File: src/hw/cfg_sw_pkg.sv
// Package for the switch configuration decoder: constants, types.
// Assumes a 50 MHz system clock.
package cfg_sw_pkg;
    localparam int unsigned CLK_HZ = 50000000;
    localparam int unsigned SEC_CYCLES = CLK_HZ;
    localparam logic [7:0] ADDR_LOW_BASE = 8'ha0;
    localparam logic [7:0] ADDR_HIGH_BASE = 8'hb0;
    localparam logic [7:0] LUM_GATE_MAX = 8'hc8;
    localparam logic [7:0] HOLD_S_0 = 8'h06;
    localparam logic [7:0] HOLD_S_1 = 8'h10;
    localparam logic [7:0] HOLD_S_2 = 8'h21;
    localparam logic [7:0] HOLD_S_3 = 8'h42;
    localparam logic [7:0] HOLD_S_4 = 8'h83;
    localparam logic [7:0] HOLD_S_UNDEF = 8'h83;
    localparam logic [9:0] SW_RESET = 10'h000;
    localparam logic [3:0] ROT_RESET = 4'h0;

    typedef enum logic [1:0] {
        SENS_MAX = 2'b00,
        SENS_HIGH = 2'b01,
        SENS_LOW = 2'b10,
        SENS_MIN = 2'b11
    } sens_t;

    typedef struct packed {
        logic proto_ascii;
        logic sw_config;
        logic init_mode;
        logic lum_gate;
        sens_t sens;
        logic [2:0] hold_code;
        logic [7:0] node_addr;
    } cfg_t;
endpackage : cfg_sw_pkg

File: src/hw/dip_switch_config_decoder.sv
// Decodes switch bank and rotary switch into working configuration and
// runs the relay hold timer. Switches are asynchronous static levels.
`timescale 1ns/100ps
`default_nettype none

// What this block does
// - Switch-derived address, mode, luminance, sensitivity and hold settings apply only with switch two OFF.
// - Switch one ON selects the vendor ASCII protocol, OFF selects Modbus RTU.
// - Switch two ON takes configuration from software, OFF from the switches.
// - Rotary 0..F maps to address 176..191 with switch three ON, else 160..175.
// - Switch four ON selects init mode, OFF normal mode.
// - Switch five ON accepts motion only with luminance 0..200, OFF always.
// - Switches six and seven give sensitivity maximum, high, low, minimum.
// - A software address may be any value 1 to 255.
module dip_switch_config_decoder #(
    parameter int unsigned SEC_CYCLES = cfg_sw_pkg::SEC_CYCLES
) (
    input wire logic clk_i,
    input wire logic rstn_i,
    input wire logic [9:0] config_switch_i,
    input wire logic [3:0] rotary_i,
    input wire logic [7:0] sw_node_addr_i,
    input wire logic sw_init_mode_i,
    input wire logic sw_lum_gate_i,
    input wire logic [1:0] sw_sens_i,
    input wire logic [2:0] sw_hold_code_i,
    input wire logic [7:0] luminance_i,
    input wire logic motion_i,
    output logic proto_ascii_o,
    output logic sw_config_o,
    output logic [7:0] node_addr_o,
    output logic init_mode_o,
    output logic lum_gate_o,
    output logic [1:0] sens_o,
    output logic [2:0] hold_code_o,
    output logic relay_o
);
    typedef struct packed {
        logic [9:0] sw1;
        logic [9:0] sw2;
        logic [3:0] rot1;
        logic [3:0] rot2;
        logic mot1;
        logic mot2;
        cfg_sw_pkg::cfg_t cfg;
        logic relay;
        logic [31:0] tick;
        logic [7:0] secs;
    } state_t;

    state_t s_q, s_d;
    logic [7:0] hold_secs;
    logic qualified;

    always_comb begin
        case (s_q.cfg.hold_code)
            3'b000: hold_secs = cfg_sw_pkg::HOLD_S_0;
            3'b001: hold_secs = cfg_sw_pkg::HOLD_S_1;
            3'b010: hold_secs = cfg_sw_pkg::HOLD_S_2;
            3'b011: hold_secs = cfg_sw_pkg::HOLD_S_3;
            3'b100: hold_secs = cfg_sw_pkg::HOLD_S_4;
            default: hold_secs = cfg_sw_pkg::HOLD_S_UNDEF;
        endcase
    end

    // Luminance gate qualifies the synchronised motion by comparing luminance_i against the threshold
    assign qualified = s_q.mot2 && (!s_q.cfg.lum_gate ||
        (luminance_i <= cfg_sw_pkg::LUM_GATE_MAX));

    always_comb begin
        s_d = s_q;
        // Two-flop synchronisers for switch, rotary and motion levels
        s_d.sw1 = config_switch_i;
        s_d.sw2 = s_q.sw1;
        s_d.rot1 = rotary_i;
        s_d.rot2 = s_q.rot1;
        s_d.mot1 = motion_i;
        s_d.mot2 = s_q.mot1;
        s_d.cfg.proto_ascii = s_q.sw2[0];
        s_d.cfg.sw_config = s_q.sw2[1];
        // Hardware source decodes the bank; software source takes ports
        if (!s_q.sw2[1]) begin
            s_d.cfg.node_addr = (s_q.sw2[2] ? cfg_sw_pkg::ADDR_HIGH_BASE
                : cfg_sw_pkg::ADDR_LOW_BASE) | {4'h0, s_q.rot2};
            s_d.cfg.init_mode = s_q.sw2[3];
            s_d.cfg.lum_gate = s_q.sw2[4];
            s_d.cfg.sens = cfg_sw_pkg::sens_t'({s_q.sw2[5], s_q.sw2[6]});
            s_d.cfg.hold_code = {s_q.sw2[7], s_q.sw2[8], s_q.sw2[9]};
        end else begin
            if (sw_node_addr_i != 8'h00) begin
                s_d.cfg.node_addr = sw_node_addr_i;
            end
            s_d.cfg.init_mode = sw_init_mode_i;
            s_d.cfg.lum_gate = sw_lum_gate_i;
            s_d.cfg.sens = cfg_sw_pkg::sens_t'(sw_sens_i);
            s_d.cfg.hold_code = sw_hold_code_i;
        end
        // Countdown: one second every SEC_CYCLES cycles, retrigger reloads
        if (qualified) begin
            s_d.relay = 1'b1;
            s_d.secs = hold_secs;
            s_d.tick = 32'h0;
        end else if (s_q.relay) begin
            if (s_q.tick == 32'(SEC_CYCLES - 1)) begin
                s_d.tick = 32'h0;
                s_d.secs = s_q.secs - 8'h01;
                if (s_q.secs == 8'h01) begin
                    s_d.relay = 1'b0;
                end
            end else begin
                s_d.tick = s_q.tick + 32'h1;
            end
        end
    end

    always_ff @(posedge clk_i or negedge rstn_i) begin
        if (!rstn_i) begin
            s_q <= '0;
            s_q.cfg.node_addr <= cfg_sw_pkg::ADDR_LOW_BASE;
        end else begin
            s_q <= s_d;
        end
    end

    assign proto_ascii_o = s_q.cfg.proto_ascii;
    assign sw_config_o = s_q.cfg.sw_config;
    assign node_addr_o = s_q.cfg.node_addr;
    assign init_mode_o = s_q.cfg.init_mode;
    assign lum_gate_o = s_q.cfg.lum_gate;
    assign sens_o = s_q.cfg.sens;
    assign hold_code_o = s_q.cfg.hold_code;
    assign relay_o = s_q.relay;

    AST_PROTO: assert property (@(posedge clk_i) disable iff (!rstn_i)
        proto_ascii_o == $past(s_q.sw2[0]))
        else $error("protocol select wrong");
    AST_SRC: assert property (@(posedge clk_i) disable iff (!rstn_i)
        sw_config_o == $past(s_q.sw2[1]))
        else $error("config source wrong");
    AST_ADDR: assert property (@(posedge clk_i) disable iff (!rstn_i)
        !$past(s_q.sw2[1]) |-> node_addr_o ==
        ({3'b101, $past(s_q.sw2[2]), $past(s_q.rot2)}))
        else $error("switch address wrong");
    AST_HWHOLD: assert property (@(posedge clk_i) disable iff (!rstn_i)
        !$past(s_q.sw2[1]) |-> init_mode_o == $past(s_q.sw2[3])
        && hold_code_o == {$past(s_q.sw2[7]), $past(s_q.sw2[8]),
        $past(s_q.sw2[9])})
        else $error("hardware settings not applied");

    // Luminance gate follows switch five in hardware source
    AST_HWLUM: assert property (@(posedge clk_i) disable iff (!rstn_i)
        !$past(s_q.sw2[1]) |-> lum_gate_o == $past(s_q.sw2[4]))
        else $error("luminance gate switch wrong");

    // Software source takes the mode, gate and hold ports
    AST_SWMODE: assert property (@(posedge clk_i) disable iff (!rstn_i)
        $past(s_q.sw2[1]) |-> init_mode_o == $past(sw_init_mode_i)
        && lum_gate_o == $past(sw_lum_gate_i)
        && hold_code_o == $past(sw_hold_code_i))
        else $error("software settings not applied");

    // A zero software address keeps the previous one
    AST_ZEROADDR: assert property (@(posedge clk_i) disable iff (!rstn_i)
        $past(s_q.sw2[1]) && $past(sw_node_addr_i) == 8'h00
        |-> $stable(node_addr_o))
        else $error("zero software address taken");
    AST_SWADDR: assert property (@(posedge clk_i) disable iff (!rstn_i)
        $past(s_q.sw2[1]) && $past(sw_node_addr_i) != 8'h00
        |-> node_addr_o == $past(sw_node_addr_i))
        else $error("software address wrong");
    AST_GATE: assert property (@(posedge clk_i) disable iff (!rstn_i)
        s_q.mot2 && lum_gate_o && luminance_i > 8'hc8 && !relay_o
        |=> !relay_o)
        else $error("gated motion fired relay");
    AST_TRIG: assert property (@(posedge clk_i) disable iff (!rstn_i)
        qualified |=> relay_o && s_q.secs == $past(hold_secs))
        else $error("trigger did not load hold");

    // Relay must stay on while seconds remain
    AST_HOLDON: assert property (@(posedge clk_i) disable iff (!rstn_i)
        relay_o && !qualified && s_q.secs > 8'h01 |=> relay_o)
        else $error("relay dropped early");

    // Relay must drop at the end of the last second
    AST_EXPIRE: assert property (@(posedge clk_i) disable iff (!rstn_i)
        relay_o && !qualified && s_q.secs == 8'h01
        && s_q.tick == 32'(SEC_CYCLES - 1) |=> !relay_o)
        else $error("relay did not expire");

    // Seconds only move at the end of a tick period
    AST_TICK: assert property (@(posedge clk_i) disable iff (!rstn_i)
        relay_o && !qualified && s_q.tick != 32'(SEC_CYCLES - 1)
        |=> s_q.secs == $past(s_q.secs))
        else $error("seconds moved mid tick");

    // No relay without a qualified trigger
    AST_NOGHOST: assert property (@(posedge clk_i) disable iff (!rstn_i)
        !relay_o && !qualified |=> !relay_o)
        else $error("relay rose without trigger");
    AST_SENS: assert property (@(posedge clk_i) disable iff (!rstn_i)
        !$past(s_q.sw2[1]) |-> sens_o ==
        {$past(s_q.sw2[5]), $past(s_q.sw2[6])})
        else $error("sensitivity wrong");
    AST_HOLDTAB: assert property (@(posedge clk_i) disable iff (!rstn_i)
        s_q.cfg.hold_code == 3'b010 |-> hold_secs == 8'd33)
        else $error("hold table wrong");
    AST_UNDEF: assert property (@(posedge clk_i) disable iff (!rstn_i)
        s_q.cfg.hold_code[2] |-> hold_secs == 8'd131)
        else $error("undefined hold code");

    COV_TRIG: cover property (@(posedge clk_i) disable iff (!rstn_i)
        qualified ##1 relay_o);
    COV_EXPIRE: cover property (@(posedge clk_i) disable iff (!rstn_i)
        relay_o ##1 !relay_o);
    COV_SWSRC: cover property (@(posedge clk_i) disable iff (!rstn_i)
        sw_config_o && node_addr_o == 8'h01);
    COV_UNDEF: cover property (@(posedge clk_i) disable iff (!rstn_i)
        qualified && s_q.cfg.hold_code == 3'b101);
endmodule // dip_switch_config_decoder

`default_nettype wire

File: config.mk
export PLATFORM = sky130hd
export DESIGN_NAME = dip_switch_config_decoder
export DESIGN_NICKNAME = d
export VERILOG_FILES = /design/src/hw/cfg_sw_pkg.sv /design/src/hw/dip_switch_config_decoder.sv
export SDC_FILE = /design/constraint.sdc
export NUM_CORES = 1
export LEC_CHECK = 0
export BUFFER_PORTS_ARGS = -buffer_cell sky130_fd_sc_hd__buf_2
export CAP_MARGIN = 10
export CORE_MARGIN = 1.5
export CORE_UTILIZATION = 57
export DETAILED_ROUTE_END_ITERATION = 8
export PLACE_DENSITY = 0.9
export SKIP_CTS_REPAIR_TIMING = 1
export SYNTH_ARGS = -nofsm -noshare
export SYNTH_HDL_FRONTEND = slang
export SYNTH_SLANG_ARGS = --single-unit
File: constraint.sdc
create_clock -name clk_i -period 2.5 [get_ports clk_i]
set_clock_uncertainty 0.1 [all_clocks]
set_input_delay 0.75 -clock clk_i [delete_from_list [all_inputs] [get_ports clk_i]]
set_output_delay 0.75 -clock clk_i [all_outputs]
set_load 0.03 [all_outputs]
Word-level counts from Yosys, hierarchy flattened. Index checks and enable logic that the tools add are counted.

Bitwise gates (word level): 1. Order comparisons: 1. Reduce and logical (&&, ||, !) cells: 8. $add $sub $neg: 2. Mux-type cells: 10. Equal/unequal tests: 6.

Operators by type and width (number): two-way mux 41 bit (2); adder 32 x 1 -> 32 bit (second input constant) (1); == test 32 x 26 -> 1 bit (second input constant) (1); two-way mux 32 bit (1); case mux 8 bit (4 select lines) (1); two-way mux 8 bit (2); two-way mux 15 bit (1); == test 8 x 1 -> 1 bit (second input constant) (1); less-or-equal comparator 8 bit (second input constant) (1); OR 8 x 4 -> 8 bit (1); nonzero test 8 bit (1); subtractor 8 x 1 -> 8 bit (second input constant) (1); == test 3 x 2 -> 1 bit (second input constant) (2); two-way mux 5 bit (1); nonzero test 2 bit (2); == test 3 x 1 -> 1 bit (second input constant) (1); logical NOT 3 bit (1); two-way mux 1 bit (2); inequality test 2 x 1 -> 1 bit (second input constant) (1); AND reduction 2 bit (1); logical AND 1 bit (1); logical NOT 1 bit (1); logical OR 1 bit (1).

Logic and storage cells: 44. Input bits: 40. Bits in registers: 88.

Depth between registers and ports, before layout.
Word-level depth: 5. Mapped depth: 7.

Worst setup path after synthesis. Ideal clock, no wire load.

Path type: reg-to-reg. From: reg s_q[8] (netlist bit). To: reg s_q[15] (netlist bit). Arrival: 2014 ps. Data required time: 2281 ps. Setup time: 119 ps. Setup slack: 267 ps. Stages on the path, launching flop included: 7. Path through: dfrtp_1 -> ha_1 -> nand4_2 -> or4_4 -> or4_4 -> nor3b_1 -> o21a_1.

Word-level cells in the longest chain between the ends: 4.

RTL lines: start: declaration (line dip_switch_config_decoder.sv:51) `state_t s_q, s_d;`; adder 32 x 1 -> 32 bit or == test 32 x 26 -> 1 bit (tied branches) (line dip_switch_config_decoder.sv:111, dip_switch_config_decoder.sv:104); two-way mux 32 bit * (line dip_switch_config_decoder.sv:104) `if (s_q.tick == 32'(SEC_CYCLES - 1)) begin`; two-way mux 41 bit * (line dip_switch_config_decoder.sv:103) `end else if (s_q.relay) begin`; two-way mux 41 bit * (line dip_switch_config_decoder.sv:99) `if (qualified) begin`.

Mark *: on every way between the ends. The rest lies on a longest branch, timed or not. The select of a mux whose other input is x is not followed. A chain may end at the register's enable or synchronous reset.

Final worst setup path.
From: reg s_q[19] (netlist bit). To: reg s_q[5] (netlist bit).

Word-level cells in the longest chain between the ends: 3.

RTL lines (line): == test 32 x 26 -> 1 bit (dip_switch_config_decoder.sv:104); nonzero test 2 bit (no source line); AND reduction 2 bit (no source line).

No other way between the ends.

==> flow_summary.toml <==
[synth]
synth_area_leaders = "dfrtp_1 53%, nand2_1 2.7%, buf_4 2.6%, nand3_1 2.6%, xnor2_1 2.2%"
synth_top_area_cell = "dfrtp_1"
netlist_area_um2 = 4050
synth_ff_type = "dfrtp_1"
syn_nets = 416
yosysTopAreaCellShare = 0.532
synth_area_per_cell_um2 = 10.8
syn-instance-count = 373
yosysUniqueCellTypes = 53
synth-edff-count = 0
yosysWarnings = 0
ys_ff_latch = 88
async_reset_ff_frac = 1.00
synth.yosys.seq_area_share = 0.545

[timing]
setup_tns_ns = 0
fin_ws_ns = 0.110
hold_violations = 0
rsz0062_at_grt = "false"
final_max_slew_viol_count = 0
slew_headroom = 0.487
finalCriticalPeriod_ns = 2.39
fmax_mhz = 418
period_share = 0.956
setup_viol = 0
tightest_slew_ns = 0.770

[worst_setup_path]
arrival_ns = 2.53
required_ns = 2.64
critPathMaxFanout = 7
worstReg2RegStart = "s_q[19]"
critPathKind = "reg -> reg"
cp-end-kind = "flip-flop"
regToRegEndpoint = "s_q[5]"
r2r_cells = 5
rrSetupSlack_ns = 0.11
cp-start-kind = "flip-flop"

[clock_network]
ctsHtreeMaxLevel = 3
clock_path_buffers = 2
clk_pin_slew_ns = 0.09
worstSkewPairLatency_ns = 0.37
cts_buffers = 9
cts_tree = "done"
clock_sinks = 88
cts_root_buf = "clkbuf_8"

[layout]
mostFrequentLayoutCells = "86 x dfrtp_1, 56 x buf_2, 29 x nand2_1"
layout_commonest_cell = "dfrtp_1"
postLayoutCellArea_um2 = 4610
final_util = 0.675
n_antenna_cell = 0
fill_cells = 523
syn_to_final_growth_pct = 14.0
final_cell_count_no_fill = 528
drive_above_1_share = 0.250
nets = 470

[die]
coreArea_um2 = 6830
ios = 58
rows = 30
dieHeight_um = 87.3
die_area_um2 = 7610
die_w_um = 87.3
start_util = 0.592

[power_and_ir_drop]
p_leak_nw = 1.99
ir_drop_uv = 527
power_density_nw_per_um2 = 610

[drt]
avgViaCountPerCell = 6.06
wirelength_um = 9150
ant_nets = 0
drt_iter0_drc = 369
vias = 3198
highest_layer = "met4"
firstDrtPassIters = 8
wl_per_cell_um = 17.3
met2_length_um = 4540
wl_met3_um = 641
drt-met1-wl_um = 3730
drcViolationCount = 0

[place]
place_hpwl_um = 6390
place.gp.congestion = 0.955
pre_cts_ws_ns = 0.207
dpl-instance-area_um2 = 4410
dp.cells = 512
numPortBuffers = 57

[grt]
antenna_found_initial = 0
grt_pass1_vias = 3075
grt-ovfl-total = 0
grt_pass1_wl_um = 15100
grt_usage = 0.261
grt_max_degree = 44

[status]
status = "complete, no violations"

[flow_run]
cap_viol_max_count = 0

[worst_hold_path]
hold_class = "in -> async"
==> cells in the mapped netlist, types with 8 or more instances <==
cell,count
clkbuf_1,15
nor2b_1,8
nand2_1,29
nor4_1,12
dfrtp_1,86
nor3_1,12
a21oi_1,12
nand4_1,11
buf_4,14
xnor2_1,10
nor2_1,19
nand3_1,21
==> state kept, by name (all words and copies together), names as in the netlist <==
name and cells:
s_d 17, init_mode_o 1, relay_o 1, lum_gate_o 1, hold_code_o 3, node_addr_o 8
proto_ascii_o 1, s_q 53, sw_config_o 1, sens_o 2
==> where the power goes <==
part / internal [mW] / total [mW] / switching (mW)
Sequential: 1.49 / 1.54 / 0.0488
Combinational: 0.105 / 0.267 / 0.162
Clock: 0.470 / 1.01 / 0.541
==> layer usage <==
| metal | up-vias | global-route usage |
|---|---|---|
| met5 | - | 0 |
| met4 | 0 | 0.120 |
| met3 | 28 | 0.0569 |
| met2 | 162 | 0.415 |
| met1 | 1537 | 0.345 |
| li1 | 1471 | - |
==> how the worst max path moves through the flow <==
stage / depth (start not counted) / end / startpoint
6_report: 5 / s_q[5] / s_q[19]
3_3_place_gp: 5 / s_q[20] / luminance_i[0]
5_1_grt: 8 / relay_o / s_q[8]
3_5_place_dp: 5 / s_q[35] / luminance_i[7]
2_1_floorplan: 6 / s_q[15] / s_q[8]
4_1_cts: 5 / s_q[5] / s_q[19]
==> kinds of logic after synthesis <==
group / count (synthesis) / share of synthesized area
AO/OA/AOI/OAI: 61 / 0.103
XOR/XNOR: 16 / 0.0346
adder cells (fa/ha/maj): 3 / 0.00928
buffers and inverters: 37 / 0.0492
flip-flops: 88 / 0.545
multiplexers: 9 / 0.0247
AND/OR/NAND/NOR: 159 / 0.235
==> metrics by stage <==
stage	hold WS [ns]	power (mW)
after CTS	0.156	2.83
after global routing	0.168	2.94
final	0.158	2.82
after floorplan	0.231	1.72
after global placement	0.233	1.81
after detailed placement	0.235	1.83
==> layout make-up <==
cell class                 count  area, um2  area share
clock buffer                   9        124      0.0268
clock inverter                 7       76.3      0.0165
inverter                       7       26.3     0.00569
multi-input combinational    248       1640       0.356
sequential                    88       2200       0.478
tap                           96        120      0.0260
timing repair buffer          73        420      0.0911
==> critical path: stages, from the launching register on <==
cell,delay [ns]
dfrtp_1,0.44
nor4b_1,0.43
nand4_2,0.33
or4_4,0.62
nor3_1,0.24
o21ai_1,0.11
No activity file was read; power rests on OpenSTA's default activity.
